==> src/tcu_regs.svh <==
// register indices, field positions, reset values of the timer compare unit
`ifndef TCU_REGS_SVH
`define TCU_REGS_SVH
// register indices; byte address is four times the index
`define TCU_IDX_INTCTL  10'h00B
`define TCU_IDX_FLAGS   10'h00C
`define TCU_IDX_TMRL    10'h00E
`define TCU_IDX_TMRH    10'h00F
`define TCU_IDX_TCTL    10'h010
`define TCU_IDX_CMPL    10'h015
`define TCU_IDX_CMPH    10'h016
`define TCU_IDX_CCTL    10'h017
`define TCU_IDX_DIR     10'h086
`define TCU_IDX_ENA     10'h08C
// reset values
`define TCU_RST_INTCTL  8'h00
`define TCU_RST_FLAGS   8'h00
`define TCU_RST_TCTL    8'h00
`define TCU_RST_CCTL    8'h00
`define TCU_RST_DIR     8'hFF
`define TCU_RST_ENA     8'h00
`define TCU_RST_CNT     16'h0000
// field positions
`define TCU_FLAG_TOV    0
`define TCU_FLAG_CMP    2
`define TCU_TCTL_ON     0
`define TCU_TCTL_CS     1
`define TCU_TCTL_PS_LO  4
`define TCU_TCTL_PS_HI  5
`define TCU_DIR_BIT_A   0
`define TCU_DIR_BIT_B   3
// bus answers
`define TCU_RESP_OKAY   2'h0
`define TCU_RESP_SLVERR 2'h2
`endif

==> src/tcu_pkg.sv <==
// types shared by the timer compare unit files
package tcu_pkg;
	// compare mode field codes
	typedef enum logic [3:0] {
		MODE_OFF     = 4'h0,
		MODE_SET_HI  = 4'h8,
		MODE_SET_LO  = 4'h9,
		MODE_SW_INT  = 4'hA,
		MODE_SPECIAL = 4'hB
	} cmp_mode_t;
	// write data channel payload
	typedef struct packed {
		logic [31:0] data;
		logic [3:0]  strb;
	} wpay_t;
	// read data channel payload
	typedef struct packed {
		logic [31:0] data;
		logic [1:0]  resp;
	} rpay_t;
endpackage

==> src/timer_compare_unit.sv <==
// output-compare unit with 16-bit timer and AXI4-Lite register slave
`timescale 1ns/100ps
`default_nettype none
`include "tcu_regs.svh"

// Summary of operation
// - the compare value is checked against the timer count and a match drives the pin per mode.
// - the compare match flag is set in the same cycle as the pin action.
// - writing zero to compare control forces the compare output latch low, direction untouched.
// - in software-interrupt mode a match only raises the interrupt, the pin stays as is.
// - in special-event mode a match clears the timer and starts a conversion if enabled.
// - a special-event timer clear never sets the timer overflow flag.
// - with clock select cleared the timer counts the instruction clock.
module timer_compare_unit #(
	parameter int ADDR_W = 12
) (
	input  wire logic              i_clk,
	input  wire logic              i_rst,
	input  wire logic [ADDR_W-1:0] i_awaddr,
	input  wire logic              i_awvalid,
	output logic                   o_awready,
	input  wire tcu_pkg::wpay_t    i_w,
	input  wire logic              i_wvalid,
	output logic                   o_wready,
	output logic [1:0]             o_bresp,
	output logic                   o_bvalid,
	input  wire logic              i_bready,
	input  wire logic [ADDR_W-1:0] i_araddr,
	input  wire logic              i_arvalid,
	output logic                   o_arready,
	output tcu_pkg::rpay_t         o_r,
	output logic                   o_rvalid,
	input  wire logic              i_rready,
	input  wire logic              i_ext_count_pin,
	input  wire logic              i_compare_pin_select_cfg,
	input  wire logic              i_adc_enable,
	output logic                   o_compare_output_pin,
	output logic                   o_compare_output_oe,
	output logic                   o_adc_start,
	output logic                   o_irq
);
	import tcu_pkg::*;

	// ********************************************************
	// register state
	// ********************************************************
	logic [7:0]        intctl_reg;
	logic [7:0]        flags_reg;
	logic [7:0]        flags_next;
	logic [7:0]        tctl_reg;
	logic [7:0]        cctl_reg;
	logic [7:0]        dir_reg;
	logic [7:0]        ena_reg;
	logic [15:0]       timer_count_reg;
	logic [15:0]       timer_count_next;
	logic [15:0]       compare_value_reg;
	logic              cmp_latch_reg;
	logic              cmp_latch_next;
	logic              equal_prev_reg;
	logic [2:0]        pre_reg;
	logic              ext_lvl;
	logic              ext_prev_reg;

	// ********************************************************
	// bus slave state
	// ********************************************************
	logic              aw_full_reg;
	logic [ADDR_W-1:0] aw_addr_reg;
	logic              w_full_reg;
	wpay_t             w_reg;
	logic              bvalid_reg;
	logic [1:0]        bresp_reg;
	logic              rvalid_reg;
	rpay_t             r_reg;

	// handshakes; one write and one read in flight at most
	assign o_awready = ~aw_full_reg & ~bvalid_reg;
	assign o_wready  = ~w_full_reg & ~bvalid_reg;
	assign o_arready = ~rvalid_reg;
	assign o_bvalid  = bvalid_reg;
	assign o_bresp   = bresp_reg;
	assign o_rvalid  = rvalid_reg;
	assign o_r       = r_reg;

	wire aw_fire = i_awvalid & o_awready;
	wire w_fire  = i_wvalid & o_wready;
	wire ar_fire = i_arvalid & o_arready;
	wire wr_go   = aw_full_reg & w_full_reg & ~bvalid_reg;
	wire lane0   = w_reg.strb[0];

	// write decode on the held address
	wire [9:0] wr_idx = 10'(aw_addr_reg[ADDR_W-1:2]);
	wire wr_on     = wr_go & lane0;
	wire wr_intctl = wr_on & (wr_idx == `TCU_IDX_INTCTL);
	wire wr_flags  = wr_on & (wr_idx == `TCU_IDX_FLAGS);
	wire wr_tmrl   = wr_on & (wr_idx == `TCU_IDX_TMRL);
	wire wr_tmrh   = wr_on & (wr_idx == `TCU_IDX_TMRH);
	wire wr_tctl   = wr_on & (wr_idx == `TCU_IDX_TCTL);
	wire wr_cmpl   = wr_on & (wr_idx == `TCU_IDX_CMPL);
	wire wr_cmph   = wr_on & (wr_idx == `TCU_IDX_CMPH);
	wire wr_cctl   = wr_on & (wr_idx == `TCU_IDX_CCTL);
	wire wr_dir    = wr_on & (wr_idx == `TCU_IDX_DIR);
	wire wr_ena    = wr_on & (wr_idx == `TCU_IDX_ENA);
	wire [7:0] wbyte = w_reg.data[7:0];
	wire wr_mapped = wr_intctl | wr_flags | wr_tmrl | wr_tmrh | wr_tctl
		| wr_cmpl | wr_cmph | wr_cctl | wr_dir | wr_ena;
	wire wr_known  = (wr_idx == `TCU_IDX_INTCTL) | (wr_idx == `TCU_IDX_FLAGS)
		| (wr_idx == `TCU_IDX_TMRL) | (wr_idx == `TCU_IDX_TMRH)
		| (wr_idx == `TCU_IDX_TCTL) | (wr_idx == `TCU_IDX_CMPL)
		| (wr_idx == `TCU_IDX_CMPH) | (wr_idx == `TCU_IDX_CCTL)
		| (wr_idx == `TCU_IDX_DIR) | (wr_idx == `TCU_IDX_ENA);

	// read decode; unmapped words read zero with an error answer
	wire [9:0] rd_idx = 10'(i_araddr[ADDR_W-1:2]);
	wire rd_flags = (rd_idx == `TCU_IDX_FLAGS);
	wire rd_known = (rd_idx == `TCU_IDX_INTCTL) | rd_flags
		| (rd_idx == `TCU_IDX_TMRL) | (rd_idx == `TCU_IDX_TMRH)
		| (rd_idx == `TCU_IDX_TCTL) | (rd_idx == `TCU_IDX_CMPL)
		| (rd_idx == `TCU_IDX_CMPH) | (rd_idx == `TCU_IDX_CCTL)
		| (rd_idx == `TCU_IDX_DIR) | (rd_idx == `TCU_IDX_ENA);
	wire [7:0] rd_byte =
		(rd_idx == `TCU_IDX_INTCTL) ? intctl_reg :
		rd_flags                    ? flags_reg :
		(rd_idx == `TCU_IDX_TMRL)   ? timer_count_reg[7:0] :
		(rd_idx == `TCU_IDX_TMRH)   ? timer_count_reg[15:8] :
		(rd_idx == `TCU_IDX_TCTL)   ? tctl_reg :
		(rd_idx == `TCU_IDX_CMPL)   ? compare_value_reg[7:0] :
		(rd_idx == `TCU_IDX_CMPH)   ? compare_value_reg[15:8] :
		(rd_idx == `TCU_IDX_CCTL)   ? cctl_reg :
		(rd_idx == `TCU_IDX_DIR)    ? dir_reg :
		(rd_idx == `TCU_IDX_ENA)    ? ena_reg : 8'h00;

	// ********************************************************
	// timer clocking
	// ********************************************************
	tcu_sync3 u_ext_sync (
		.i_clk   (i_clk),
		.i_rst   (i_rst),
		.i_pin   (i_ext_count_pin),
		.o_level (ext_lvl)
	);

	// source tick: every instruction clock, or a filtered pin rise
	wire       t_on     = tctl_reg[`TCU_TCTL_ON];
	wire       t_cs     = tctl_reg[`TCU_TCTL_CS];
	wire [1:0] t_ps     = tctl_reg[`TCU_TCTL_PS_HI:`TCU_TCTL_PS_LO];
	wire       ext_rise = ext_lvl & ~ext_prev_reg;
	wire       src_tick = t_cs ? ext_rise : 1'b1;
	wire [2:0] pre_mask = {t_ps == 2'h3, t_ps[1], t_ps != 2'h0};
	wire       pre_hit  = ((pre_reg & pre_mask) == pre_mask);
	wire       t_inc    = t_on & src_tick & pre_hit;
	wire [2:0] pre_next = (t_on & src_tick) ? (pre_hit ? 3'h0 : pre_reg + 3'h1) : pre_reg;

	// ********************************************************
	// compare logic
	// ********************************************************
	cmp_mode_t mode;
	assign mode = cmp_mode_t'(cctl_reg[3:0]);
	// a match fires once as the count arrives at the compare value
	wire equal     = (timer_count_reg == compare_value_reg);
	wire in_cmp    = (mode == MODE_SET_HI) | (mode == MODE_SET_LO)
		| (mode == MODE_SW_INT) | (mode == MODE_SPECIAL);
	wire match_evt = in_cmp & equal & ~equal_prev_reg;
	wire special   = match_evt & (mode == MODE_SPECIAL);
	// the special clear replaces the wrap, so no overflow is flagged
	wire overflow  = t_inc & (timer_count_reg == 16'hFFFF) & ~special;

	// pin action; interrupt-only and special modes leave the latch alone
	always_comb begin
		cmp_latch_next = cmp_latch_reg;
		if (match_evt && mode == MODE_SET_HI) begin
			cmp_latch_next = 1'b1;
		end else if (match_evt && mode == MODE_SET_LO) begin
			cmp_latch_next = 1'b0;
		end
		if (wr_cctl && wbyte == 8'h00) begin
			cmp_latch_next = 1'b0;
		end
	end

	// timer next value: special clear, then bus write, then increment
	always_comb begin
		timer_count_next = timer_count_reg;
		if (special) begin
			timer_count_next = `TCU_RST_CNT;
		end else if (wr_tmrl) begin
			timer_count_next = {timer_count_reg[15:8], wbyte};
		end else if (wr_tmrh) begin
			timer_count_next = {wbyte, timer_count_reg[7:0]};
		end else if (t_inc) begin
			timer_count_next = timer_count_reg + 16'h0001;
		end
	end

	// sticky flags: set beats clear-on-read and software writes
	wire [7:0] flag_set = (8'(match_evt) << `TCU_FLAG_CMP)
		| (8'(overflow) << `TCU_FLAG_TOV);
	wire [7:0] flag_clr = (ar_fire & rd_flags) ? 8'hFF : 8'h00;
	wire [7:0] flag_imp = (8'h01 << `TCU_FLAG_CMP) | (8'h01 << `TCU_FLAG_TOV);
	always_comb begin
		flags_next = flags_reg & ~flag_clr;
		if (wr_flags) begin
			flags_next = wbyte & flag_imp;
		end
		flags_next = flags_next | flag_set;
	end

	// ********************************************************
	// outputs
	// ********************************************************
	// pin drives only while its selected direction bit is cleared
	wire dir_bit = i_compare_pin_select_cfg ? dir_reg[`TCU_DIR_BIT_B] : dir_reg[`TCU_DIR_BIT_A];
	assign o_compare_output_pin = cmp_latch_reg;
	assign o_compare_output_oe  = ~dir_bit;
	assign o_irq                = |(flags_reg & ena_reg & flag_imp);

	// ********************************************************
	// processes
	// ********************************************************
	// timer, compare and pin state
	always_ff @(posedge i_clk or posedge i_rst) begin
		if (i_rst) begin
			timer_count_reg <= `TCU_RST_CNT;
			cmp_latch_reg   <= 1'b0;
			equal_prev_reg  <= 1'b0;
			pre_reg         <= 3'h0;
			ext_prev_reg    <= 1'b0;
			flags_reg       <= `TCU_RST_FLAGS;
			o_adc_start     <= 1'b0;
		end else begin
			timer_count_reg <= timer_count_next;
			cmp_latch_reg   <= cmp_latch_next;
			equal_prev_reg  <= equal & in_cmp;
			pre_reg         <= pre_next;
			ext_prev_reg    <= ext_lvl;
			flags_reg       <= flags_next;
			o_adc_start     <= special & i_adc_enable;
		end
	end

	// software registers
	always_ff @(posedge i_clk or posedge i_rst) begin
		if (i_rst) begin
			intctl_reg        <= `TCU_RST_INTCTL;
			tctl_reg          <= `TCU_RST_TCTL;
			cctl_reg          <= `TCU_RST_CCTL;
			dir_reg           <= `TCU_RST_DIR;
			ena_reg           <= `TCU_RST_ENA;
			compare_value_reg <= `TCU_RST_CNT;
		end else begin
			if (wr_intctl) intctl_reg <= wbyte;
			if (wr_tctl) tctl_reg <= wbyte;
			if (wr_cctl) cctl_reg <= wbyte;
			if (wr_dir) dir_reg <= wbyte;
			if (wr_ena) ena_reg <= wbyte;
			if (wr_cmpl) compare_value_reg[7:0] <= wbyte;
			if (wr_cmph) compare_value_reg[15:8] <= wbyte;
		end
	end

	// write channel: address and data held until both are in
	always_ff @(posedge i_clk or posedge i_rst) begin
		if (i_rst) begin
			aw_full_reg <= 1'b0;
			aw_addr_reg <= '0;
			w_full_reg  <= 1'b0;
			w_reg       <= '0;
			bvalid_reg  <= 1'b0;
			bresp_reg   <= `TCU_RESP_OKAY;
		end else begin
			if (aw_fire) begin
				aw_full_reg <= 1'b1;
				aw_addr_reg <= i_awaddr;
			end
			if (w_fire) begin
				w_full_reg <= 1'b1;
				w_reg      <= i_w;
			end
			if (wr_go) begin
				aw_full_reg <= 1'b0;
				w_full_reg  <= 1'b0;
				bvalid_reg  <= 1'b1;
				bresp_reg   <= wr_known ? `TCU_RESP_OKAY : `TCU_RESP_SLVERR;
			end else if (bvalid_reg && i_bready) begin
				bvalid_reg <= 1'b0;
			end
		end
	end

	// read channel: data captured at the address handshake
	always_ff @(posedge i_clk or posedge i_rst) begin
		if (i_rst) begin
			rvalid_reg <= 1'b0;
			r_reg      <= '0;
		end else if (ar_fire) begin
			rvalid_reg <= 1'b1;
			r_reg.data <= {24'h000000, rd_byte};
			r_reg.resp <= rd_known ? `TCU_RESP_OKAY : `TCU_RESP_SLVERR;
		end else if (rvalid_reg && i_rready) begin
			rvalid_reg <= 1'b0;
		end
	end
endmodule
`default_nettype wire

==> src/tcu_sync3.sv <==
// three-stage pin synchroniser with agreement filter
`timescale 1ns/100ps
`default_nettype none
module tcu_sync3 (
	input  wire logic i_clk,
	input  wire logic i_rst,
	input  wire logic i_pin,
	output logic      o_level
);
	logic s1_reg;
	logic s2_reg;
	logic s3_reg;
	// first stage feeds only the second; level moves once stages two and three agree
	always_ff @(posedge i_clk or posedge i_rst) begin
		if (i_rst) begin
			s1_reg  <= 1'b0;
			s2_reg  <= 1'b0;
			s3_reg  <= 1'b0;
			o_level <= 1'b0;
		end else begin
			s1_reg <= i_pin;
			s2_reg <= s1_reg;
			s3_reg <= s2_reg;
			if (s2_reg == s3_reg) begin
				o_level <= s3_reg;
			end
		end
	end
endmodule
`default_nettype wire

==> config.mk <==
export PLATFORM = sky130hd
export DESIGN_NAME = timer_compare_unit
export DESIGN_NICKNAME = d
export VERILOG_FILES = /design/src/tcu_pkg.sv /design/src/timer_compare_unit.sv /design/src/tcu_sync3.sv
export VERILOG_INCLUDE_DIRS = /design/src /design/src/src
export SDC_FILE = /design/constraint.sdc
export NUM_CORES = 1
export LEC_CHECK = 0
export CAP_MARGIN = 20
export CORE_MARGIN = 5
export CORE_UTILIZATION = 60
export CTS_CLUSTER_DIAMETER = 30
export DETAILED_ROUTE_END_ITERATION = 8
export DONT_BUFFER_PORTS = 1
export PLACE_DENSITY = 0.76
export SLEW_MARGIN = 40
export SYNTH_ARGS = -nofsm -noshare
export SYNTH_HDL_FRONTEND = slang
export SYNTH_SLANG_ARGS = --single-unit
export TNS_END_PERCENT = 10
==> constraint.sdc <==
create_clock -name i_clk -period 12.7 [get_ports i_clk]
set_input_delay 3.81 -clock i_clk [delete_from_list [all_inputs] [get_ports i_clk]]
set_output_delay 3.81 -clock i_clk [all_outputs]
set_load 0.01 [all_outputs]
* After elaboration in Yosys (flattened, before gate mapping)
Cells that the tools add are included.
** Cells by class
- Reductions and logical operators :: 17
- Bitwise logic cells :: 63
- Shift-type cells :: 0
- Div/mod/pow operators :: 0
- Order comparisons :: 0
- $mul :: 0
- Add/subtract/negate cells :: 2
- Mux-type cells :: 32
- Equality and inequality tests :: 31
** Operator list (count)
- 8-bit 2-to-1 mux :: 12
- 10-bit by 4-bit == test with 1-bit output, second input constant :: 8
- 10-bit by 5-bit == test with 1-bit output, second input constant :: 8
- 16-bit 2-to-1 mux :: 4
- 10-bit by 8-bit == test with 1-bit output, second input constant :: 4
- 1-bit bitwise AND :: 28
- 1-bit bitwise OR :: 21
- 16-bit by 1-bit adder with 16-bit output, second input constant :: 1
- 16-bit == test :: 1
- 16-bit == test, second input constant :: 1
- 4-bit == test, second input constant :: 4
- 1-bit 2-to-1 mux :: 13
- 2-bit nonzero test :: 5
- 3-bit nonzero test :: 3
- 8-bit bitwise AND :: 1
- 8-bit zero test :: 1
- 1-bit inverter :: 8
- 8-bit inverter :: 1
- 8-bit by 3-bit bitwise OR with 8-bit output :: 1
- 3-bit bitwise AND :: 2
- 1-bit logical AND :: 5
- 2-bit 2-to-1 mux :: 2
- 2-bit AND reduction :: 2
- 3-bit by 1-bit adder with 3-bit output, second input constant :: 1
- other kinds (8) :: 8
** Word-level totals
- Bits in latches :: 0
- Bits in registers :: 128
- Output and inout port bits :: 45
- Bits in read-only memories :: 0
- Memories :: 0
- Bits in writable memories :: 0

* Logic depth before layout (Yosys ltp)
Gate-level depths: netlist of run 1.
- Depth in word-level cells :: 11
- Mapped depth :: 8
- Depth with buffers taken out :: 7

* Hierarchy
From an unflattened synthesis of run 1, not the netlist that was laid out.
** Unflattened totals
- Cells, all modules :: 655
- Area total of the unflattened synthesis :: 6832.8 um2
** By module, submodules not included
- timer_compare_unit :: times used 1, sequential area each 3012.9 um2, cells an instance 649, area an instance 6717.7 um2
- tcu_sync3 :: times used 1, sequential area each 100.1 um2, cells an instance 6, area an instance 115.1 um2

* Worst setup path after synthesis of run 1
OpenSTA, ideal clock, no wires.
- Kind :: input-to-output
- Start point :: in i_compare_pin_select_cfg
- End point :: out o_compare_output_oe
- Required time :: 8890 ps
- Arrival :: 4068 ps
- Buffers on the path :: 0
- Path slack :: 4822 ps
- Cell stages on the path :: 1
- Path through :: mux2i_1
** Between the ends
- Word-level cells in the longest chain between the ends :: 2
** RTL lines
- start, declared :: line timer_compare_unit.sv:35 : input wire logic i_compare_pin_select_cfg,
- 1-bit 2-to-1 mux :: line timer_compare_unit.sv:212 : wire dir_bit = i_compare_pin_select_cfg ? dir_reg[`TCU_DIR_BIT_B] : dir_reg[`TCU_DIR_BIT_A];
- 1-bit inverter :: line timer_compare_unit.sv:214 : assign o_compare_output_oe = ~dir_bit;
- end, declared :: line timer_compare_unit.sv:38 : output logic o_compare_output_oe,
No other way between the ends.

* Worst setup path in the final report of run 1
Ends and elaborated chain as after synthesis.

==> results of run 1 <==
-- power groups by stage --
stage	Clock [mW]	Sequential [mW]	Combinational, mW
3_3_place_gp	0	0.581	0.150
4_1_cts	0.435	0.578	0.159
6_report	0.430	0.583	0.160
3_5_place_dp	0	0.584	0.158
2_1_floorplan	0	0.499	0.180
5_1_grt	0.457	0.590	0.178
-- logic make-up after synthesis --
family	Yosys count
xor gates and xnor gates	18
AOI/OAI and AO/OA	153
buffers and inverters	78
and+or+nand+nor	222
other	1
DFF	124
muxes	83
adders and majority gates	3
-- how the worst min path moves through the flow --
stage,start,endpoint,slack (ns),cells past startpoint
6_report,u_ext_sync.s1_reg,u_ext_sync.s2_reg,0.35,0
5_1_grt,u_ext_sync.s1_reg,u_ext_sync.s2_reg,0.35,0
2_1_floorplan,u_ext_sync.s1_reg,u_ext_sync.s2_reg,0.33,0
3_5_place_dp,u_ext_sync.s1_reg,u_ext_sync.s2_reg,0.34,0
4_1_cts,u_ext_sync.s1_reg,u_ext_sync.s2_reg,0.35,0
3_3_place_gp,u_ext_sync.s1_reg,u_ext_sync.s2_reg,0.34,0
-- stage by stage --
stage	hold slack (ns)	setup slack [ns]	total power [mW]	std cells
floorplan	0.3312	4.822	0.6793	707
detailed placement	0.3373	4.768	0.7418	784
CTS	0.3499	4.768	1.172	816
global route	0.3533	4.759	1.225	816
finish	0.3474	4.782	1.174	816
global placement	0.3373	4.795	0.7308	784
-- area by class of cell --
class,instances,area share
timing repair buffer,3,0.003912
clock buffer,18,0.05833
sequential,124,0.4231
tap,143,0.02432
multi-input combinational,505,0.4716
inverter,9,0.004932
clock inverter,14,0.01378
-- cell usage in the layout (no fill, tap or decap), drive strengths merged, types with 4 or more instances in the layout --
master    n
a211oi    8
inv       9
a221oi    4
or3       7
nand3    29
nor2b    17
nor2     35
mux2     77
conb     26
o22ai    15
clkbuf   19
mux2i     6
o31a      4
and2     10
dfstp     8
xor2     12
nand2    42
and3     10
clkinv   12
o21ai    42
xnor2     6
nor4     13
o21a      6
nand4     9
a22oi    15
nor3     22
a21oi    29
a31oi     6
dfrtp   116
-- routing by layer --
layer / wire length, microns / GRT usage / share of wire / vias up
met5: 0 / 0 / 0 / -
met4: 709 / 0.1407 / 0.038 / 0
met3: 1744 / 0.08123 / 0.094 / 60
met2: 8312 / 0.4122 / 0.45 / 303
met1: 7802 / 0.3949 / 0.42 / 2739
li1: - / - / - / 2417
==> summary.md, run 1 <==
| Metric | Value |
|---|---|
| DP Wirelength | 12.77 mm |
| Worst setup SP type | primary input |
| CTS Hold Bufs | 0 |
| Slowest stage cell, crit path | mux2i_1 |
| Top delay family on crit path | multiplexers |
| Flops & latches, synth | 124 |
| Crit end category | primary output |
| Post-route ant nets | 0 |
| Post-synth EDFFs | 0 |
| Std-Cell Rows | 39 |
| Die Height | 117.0 microns |
| Worst vdd rail ir drop | 0.1557 mV |
| Post-CTS Setup Inserts | 0 |
| Nets | 732 |
| Max-Cap Viols | 0 |
| Gp weighted congestion | 0.9461 |
| Clk pwr share | 0.367 |
| RSZ-0062 raised after global routing | no |
| Post-DP Area | 6798 sq um |
| Final Cycle Share | 0.6235 |
| Maximum fanout along the worst path | 1 |
| Seq pwr share | 0.497 |
| Combinational share of power | 0.136 |
| Outcome | finished, final reports clean |
| Mux contribution to synthesized area | 0.1350 |
| Stages on worst setup path | 1 |
| Switch Pwr | 398.2 uW |
| Fin. max-slew vios | 0 |
| Reg2Reg Depth | 6 |
| Avg Inst Size Synth | 10.07 sq um |
| Die width | 117.0 microns |
| Xor/xnor cell area share of the yosys netlist | 0.02296 |
| CP Class | in -> out |
| Gr ovfl total | 0 |
| Vias per cell | 6.763 |
| Reg-to-Reg End | timer_count_reg[1] |
| Layout Utilization | 0.6499 |
| Leakage | 3.202 nW |
| Top cell type by total area after synthesis | dfrtp_1 |
| Clock Tree Root | clkbuf_16 |
| Via count | 5519 |
| Reg2reg start | timer_count_reg[9] |
| Initial antenna violation count | 0 |
| CTS Buf Count | 17 |
| Worst-margin pin slew | 0.8127 ns |
| Number of global-route vias before repair | 5246 |
| Compound-Gate Fraction of Synth Area | 0.1443 |
| Synth top area cells | dfrtp_1 (42%), mux2_2 (13%), dfstp_2 (3.1%) |
| Final min period | 7.918 ns |
| Die area | 13680 sq um |
| Hold Fails Final Rpt | 0 |
| Register area | 3113 sq um |
| Distinct cells, synth | 69 |
| Largest family of logic cells by synthesized area | simple AND/OR/NAND/NOR gates |
| Starting Density | 0.6065 |
| H-tree lvl count | 4 |
| IO Port Bufs | 0 |
| Worst path max stage delay | 0.30 ns |
| Fillers | 923 |
| Fmax | 126.3 MHz |
| Cell area after layout | 7357 sq um |
| Crit path from | i_compare_pin_select_cfg |
| N_diodes | 0 |
| Post-Synth Adder-Cell Area | 0.005102 |
| Routed WL | 18.57 mm |
| Primary FF master, synth | dfrtp_1 |
| Final setup TNS | 0 ns |
| GR Util All Layers | 0.2851 |
| Buf/Inv on CP | 0 |
| # IOs | 115 |
| Synth Area in Simple Gates | 0.1795 |
| Area delta synth->final | 7.143% |
| Largest net degree at the start of global routing | 89 |
| Worst-path clk slew | 0.05 ns |
| Crit path capture | o_compare_output_oe |
| Global-route wire length before repair | 29.35 mm |
| Core ar. | 11320 sq um |
| Sinks on Clock Net | 124 |
| Post-CTS resize count | 0 |
| Top-area cell type share of the netlist area | 0.4227 |
| PwrDens | 159.5 nW/um^2 |
| Crit path DAT | 4.11 ns |
| Drt pass-1 iters | 5 |
| HP Class | reg -> reg |
| Required time worst endpoint | 8.89 ns |
| Relative slew slack | 0.4582 |
| Share of cells above drive strength 1 | 0.2051 |
| Yosys warns | 0 |
| Most frequent cell after synthesis | dfrtp_1 |
| R2R setup slack | 9.97 ns |
| Register area share after synthesis | 0.4534 |
| DRC Markers | 0 |
| Worst Skew | 0.008029 ns |
| TritonCTS clock tree | done |
| Final setup fails | 0 |
| Synth top cells by count | dfrtp_1 (116), mux2_2 (77), nand2_1 (42), o21ai_0 (42) |
| Switching portion of total power | 0.3393 |
| Mapped Area | 6867 sq um |
| Max Buffers Root-to-Sink | 2 |
| P_int | 775.4 uW |
| Iter 0 DRT Violations | 608 |
| WL per Instance | 22.75 microns |
| Multi-input gate area | 3470 sq um |
| Worst skew pair latency | 0.43 ns |
| Post-synth ARST share | 1.000 |
| Post-Syn Instances | 682 |
| CP cell instances | mux2i_1 |
Power figures use the tool's default switching activity.
==> run 2: changes to the inputs <==
==> constraint.sdc (replaced) <==
create_clock -name i_clk -period 8.09 [get_ports i_clk]
set_input_delay 2.427 -clock i_clk [delete_from_list [all_inputs] [get_ports i_clk]]
set_output_delay 2.427 -clock i_clk [all_outputs]
set_load 0.01 [all_outputs]
==> summary.md, run 2 (same netlist as run 1, synthesis figures left out) <==
| Metric | Value |
|---|---|
| Routed WL | 18.44 mm |
| DP Wirelength | 12.63 mm |
| Drt pass-1 iters | 5 |
| HP Class | reg -> reg |
| Gr ovfl total | 0 |
| Share of cells above drive strength 1 | 0.2074 |
| Nets | 734 |
| Die Height | 117.0 microns |
| Final Cycle Share | 0.6333 |
| R2R setup slack | 5.35 ns |
| Required time worst endpoint | 5.66 ns |
| Post-CTS Setup Inserts | 0 |
| Max Buffers Root-to-Sink | 2 |
| Worst hold stages | 0 |
| # IOs | 115 |
| Final setup TNS | 0 ns |
| CTS Hold Bufs | 0 |
| Clock Tree Root | clkbuf_16 |
| IO Port Bufs | 0 |
| Reg2reg start | timer_count_reg[9] |
| CP Class | in -> out |
| Final min period | 5.124 ns |
| Worst Hold End | u_ext_sync.s2_reg |
| Power, Total | 2.010 mW |
| Std-Cell Rows | 39 |
| Worst-path clk slew | 0.05 ns |
| Via count | 5548 |
| Max-Cap Viols | 0 |
| Post-CTS resize count | 0 |
| Initial antenna violation count | 0 |
| Fmax | 195.2 MHz |
| Gp weighted congestion | 0.9617 |
| RSZ-0062 raised after global routing | no |
| Die width | 117.0 microns |
| Area delta synth->final | 9.366% |
| Die area | 13680 sq um |
| GR Util All Layers | 0.2819 |
| Core ar. | 11320 sq um |
| Global-route wire length before repair | 29.26 mm |
| Largest net degree at the start of global routing | 84 |
| CP cell instances | mux2i_1 |
| Post-route ant nets | 0 |
| DRC Markers | 0 |
| Worst skew pair latency | 0.42 ns |
| Crit end category | primary output |
| Outcome | finished, final reports clean |
| N_diodes | 0 |
| Top delay family on crit path | multiplexers |
| Reg-to-Reg End | timer_count_reg[5] |
| Number of global-route vias before repair | 5230 |
| WL per Instance | 22.55 microns |
| Slowest stage cell, crit path | mux2i_1 |
| Worst-margin pin slew | 0.8206 ns |
| Most common cell after layout, fill and taps aside | dfrtp_1 |
| PwrDens | 267.6 nW/um^2 |
| Leakage | 3.268 nW |
| Relative slew slack | 0.4529 |
| CTS Buf Count | 17 |
| Highest-count cells in the layout ignoring fill and taps | dfrtp_1 (116), mux2_2 (77), nand2_1 (42), o21ai_0 (42), nor2_1 (32) |
| Reg2Reg Depth | 6 |
| Starting Density | 0.6065 |
| TritonCTS clock tree | done |
| Min-delay src | u_ext_sync.s1_reg |
| Worst vdd rail ir drop | 0.3252 mV |
| Final hold slack | 0.3466 ns |
| Worst setup SP type | primary input |
| Worst Skew | 0.008654 ns |
| Crit path DAT | 2.70 ns |
| Sinks on Clock Net | 124 |
| Final setup fails | 0 |
| Vias per cell | 6.782 |
| Iter 0 DRT Violations | 506 |
| H-tree lvl count | 4 |
| Layout Utilization | 0.6634 |
| Buf/Inv on CP | 0 |
| Fin. max-slew vios | 0 |
| Hold Fails Final Rpt | 0 |
| Maximum fanout along the worst path | 1 |
| Worst path max stage delay | 0.27 ns |
run 2: per-layer routing:
| metal | GRT usage | share of wire | vias to the layer above |
|---|---|---|---|
| li1 | - | - | 2447 |
| met1 | 0.3966 | 0.42 | 2726 |
| met2 | 0.4281 | 0.46 | 325 |
| met3 | 0.06427 | 0.097 | 50 |
| met4 | 0.1078 | 0.028 | 0 |
| met5 | 0 | 0 | - |
run 2: worst max path at each step:
stage / start / to / slack, ns / cells past startpoint
after detailed placement: i_compare_pin_select_cfg / o_compare_output_oe / 2.96 / 1
final: i_compare_pin_select_cfg / o_compare_output_oe / 2.97 / 1
after global routing: i_compare_pin_select_cfg / o_compare_output_oe / 2.93 / 1
after CTS: i_compare_pin_select_cfg / o_compare_output_oe / 2.96 / 1
after global placement: i_compare_pin_select_cfg / o_compare_output_oe / 2.95 / 1
after floorplan: i_rst / aw_addr_reg[10] / 2.38 / 1
run 2: power by group:
group | internal (mW) | switching [mW]
Clock | 0.557 | 0.284
Sequential | 0.708 | 0.207
Combinational | 0.121 | 0.132
run 2: final cells by class:
type / count / area [sq um]
multi-input combinational: 505 / 3461
fill: 877 / 3811
sequential: 124 / 3113
tap: 143 / 178.9
clock inverter: 13 / 216.5
clock buffer: 19 / 442.9
timing repair buffer: 5 / 61.31
inverter: 9 / 36.28
run 2: through the flow:
step,instance area (sq um),cells,worst slack (ns)
6_report,7510,818,2.966
5_1_grt,7510,818,2.928
4_1_cts,7465,817,2.959
3_5_place_dp,6805,785,2.959
3_3_place_gp,6799,785,2.951
2_1_floorplan,6960,707,2.377
==> run 3: changes to the inputs <==
--- a/config.mk
+++ b/config.mk
@@ -8,7 +8,7 @@
 export LEC_CHECK = 0
 export CAP_MARGIN = 20
 export CORE_MARGIN = 5
-export CORE_UTILIZATION = 60
+export CORE_UTILIZATION = 58
 export CTS_CLUSTER_DIAMETER = 30
 export DETAILED_ROUTE_END_ITERATION = 8
 export DONT_BUFFER_PORTS = 1
==> constraint.sdc (replaced) <==
create_clock -name i_clk -period 4.1 [get_ports i_clk]
set_input_delay 1.23 -clock i_clk [delete_from_list [all_inputs] [get_ports i_clk]]
set_output_delay 1.23 -clock i_clk [all_outputs]
set_load 0.01 [all_outputs]
==> summary.md, run 3 (same netlist as run 1, synthesis figures left out) <==
| Metric | Value |
|---|---|
| Outcome | finished, final reports clean |
| Post-CTS resize count | 0 |
| Area delta synth->final | 8.801% |
| Nets | 735 |
| Final min period | 2.736 ns |
| N_diodes | 0 |
| Post-DP Area | 6840 sq um |
| Top delay family on crit path | multiplexers |
| Fin. max-slew vios | 0 |
| Std-Cell Rows | 39 |
| Crit path DAT | 1.51 ns |
| Worst Slack Setup Final | 1.364 ns |
| Initial antenna violation count | 0 |
| Worst-margin pin slew | 0.7601 ns |
| RSZ-0062 raised after global routing | no |
| Reg-to-Reg End | timer_count_reg[7] |
| Reg2reg start | aw_addr_reg[6] |
| Final Cycle Share | 0.6673 |
| Fillers | 895 |
| Hold Fails Final Rpt | 0 |
| Final hold slack | 0.3489 ns |
| IO Port Bufs | 0 |
| # IOs | 115 |
| CP cell instances | mux2i_1 |
| Vias per cell | 6.805 |
| Clock Tree Root | clkbuf_16 |
| Starting Density | 0.5963 |
| HP Class | reg -> reg |
| Routed WL | 18.74 mm |
| Drt pass-1 iters | 8 |
| Non-filler cells, final | 819 |
| Reg2Reg Depth | 6 |
| CTS Buf Count | 17 |
| Slowest stage cell, crit path | mux2i_1 |
| Required time worst endpoint | 2.87 ns |
| R2R setup slack | 1.48 ns |
| Combinational share of power | 0.130 |
| Clk pwr share | 0.402 |
| P_int | 2.627 mW |
| Max Buffers Root-to-Sink | 2 |
| Switching portion of total power | 0.3210 |
| Min-delay src | u_ext_sync.s1_reg |
| Iter 0 DRT Violations | 644 |
| CP Class | in -> out |
| Fmax | 365.5 MHz |
| Worst setup SP type | primary input |
| H-tree lvl count | 4 |
| Cell area after layout | 7471 sq um |
| Number of global-route vias before repair | 5503 |
| Max-Cap Viols | 0 |
| Worst skew pair latency | 0.42 ns |
| Worst vdd rail ir drop | 0.5900 mV |
| Crit path capture | o_compare_output_oe |
| Core ar. | 11520 sq um |
| PwrDens | 517.8 nW/um^2 |
| Post-CTS Setup Inserts | 0 |
| Maximum fanout along the worst path | 1 |
| Seq pwr share | 0.468 |
| DRC Markers | 0 |
| Most common cell after layout, fill and taps aside | dfrtp_1 |
| Buf/Inv on CP | 0 |
| Worst Skew | 0.007450 ns |
| WL per Instance | 22.89 microns |
| Sinks on Clock Net | 124 |
| Global-route wire length before repair | 29.93 mm |
| Via count | 5573 |
| Worst slack, placed | 0.9676 ns |
| Worst path max stage delay | 0.28 ns |
| Die Height | 118.8 microns |
| GR Util All Layers | 0.2716 |
| Highest-count cells in the layout ignoring fill and taps | dfrtp_1 (116), mux2_2 (77), nand2_1 (42), o21ai_0 (42), nor2_1 (32) |
| Final setup fails | 0 |
| Worst-path clk slew | 0.05 ns |
| Power, Total | 3.868 mW |
| Gp weighted congestion | 1.037 |
| Stages on worst setup path | 1 |
| CTS Hold Bufs | 0 |
| Die area | 14110 sq um |
| TritonCTS clock tree | done |
| DP Wirelength | 12.97 mm |
| Multi-input gate area | 3465 sq um |
| Relative slew slack | 0.4905 |
| Crit path from | i_compare_pin_select_cfg |
| Placed cell count | 787 |
| Die width | 118.8 microns |
| Post-route ant nets | 0 |
| Crit end category | primary output |
| Register area | 3113 sq um |
| Leakage | 3.250 nW |
| Largest net degree at the start of global routing | 83 |
| Gr ovfl total | 0 |
| Layout Utilization | 0.6487 |
| Switch Pwr | 1.242 mW |
| Share of cells above drive strength 1 | 0.2101 |
| Final setup TNS | 0 ns |
==> run 3: changes by cell type in the layout (fill, tap and decap cells not counted), sizes merged <==
cell / delta
bufinv: -2
clkinv: +2
buf: +1
clkinvlp: +1
inv: -1
==> run 3: worst min-delay path by stage <==
stage                                    to  slack (ns)  depth (start not counted)
after global placement    u_ext_sync.s2_reg        0.33                          0
final                     u_ext_sync.s2_reg        0.35                          0
after floorplan           u_ext_sync.s2_reg        0.33                          0
after CTS                 u_ext_sync.s2_reg        0.35                          0
after detailed placement  u_ext_sync.s2_reg        0.34                          0
after global routing      u_ext_sync.s2_reg        0.36                          0
==> run 3: final cells by class <==
cell class,count,share of cell area
inverters,9,0.005024
clock inverters,13,0.02227
repair buffers,6,0.007704
clock buffers,19,0.06063
flip-flops and latches,124,0.4167
multi-input cells,505,0.4637
well taps,143,0.02395
==> run 3: power groups by stage <==
stage	sequential [mW]	clock [mW]	combinational, mW
3_3_place_gp	1.80	0	0.470
5_1_grt	1.83	1.62	0.561
3_5_place_dp	1.81	0	0.498
4_1_cts	1.80	1.57	0.500
2_1_floorplan	1.55	0	0.559
6_report	1.81	1.55	0.503
==> run 3: layer usage <==
metal | part of all wire | track usage | vias up
li1 | - | - | 2435
met3 | 0.097 | 0.07689 | 58
met4 | 0.034 | 0.1188 | 0
met5 | 0 | 0 | -
met1 | 0.40 | 0.3590 | 2769
met2 | 0.47 | 0.4195 | 311
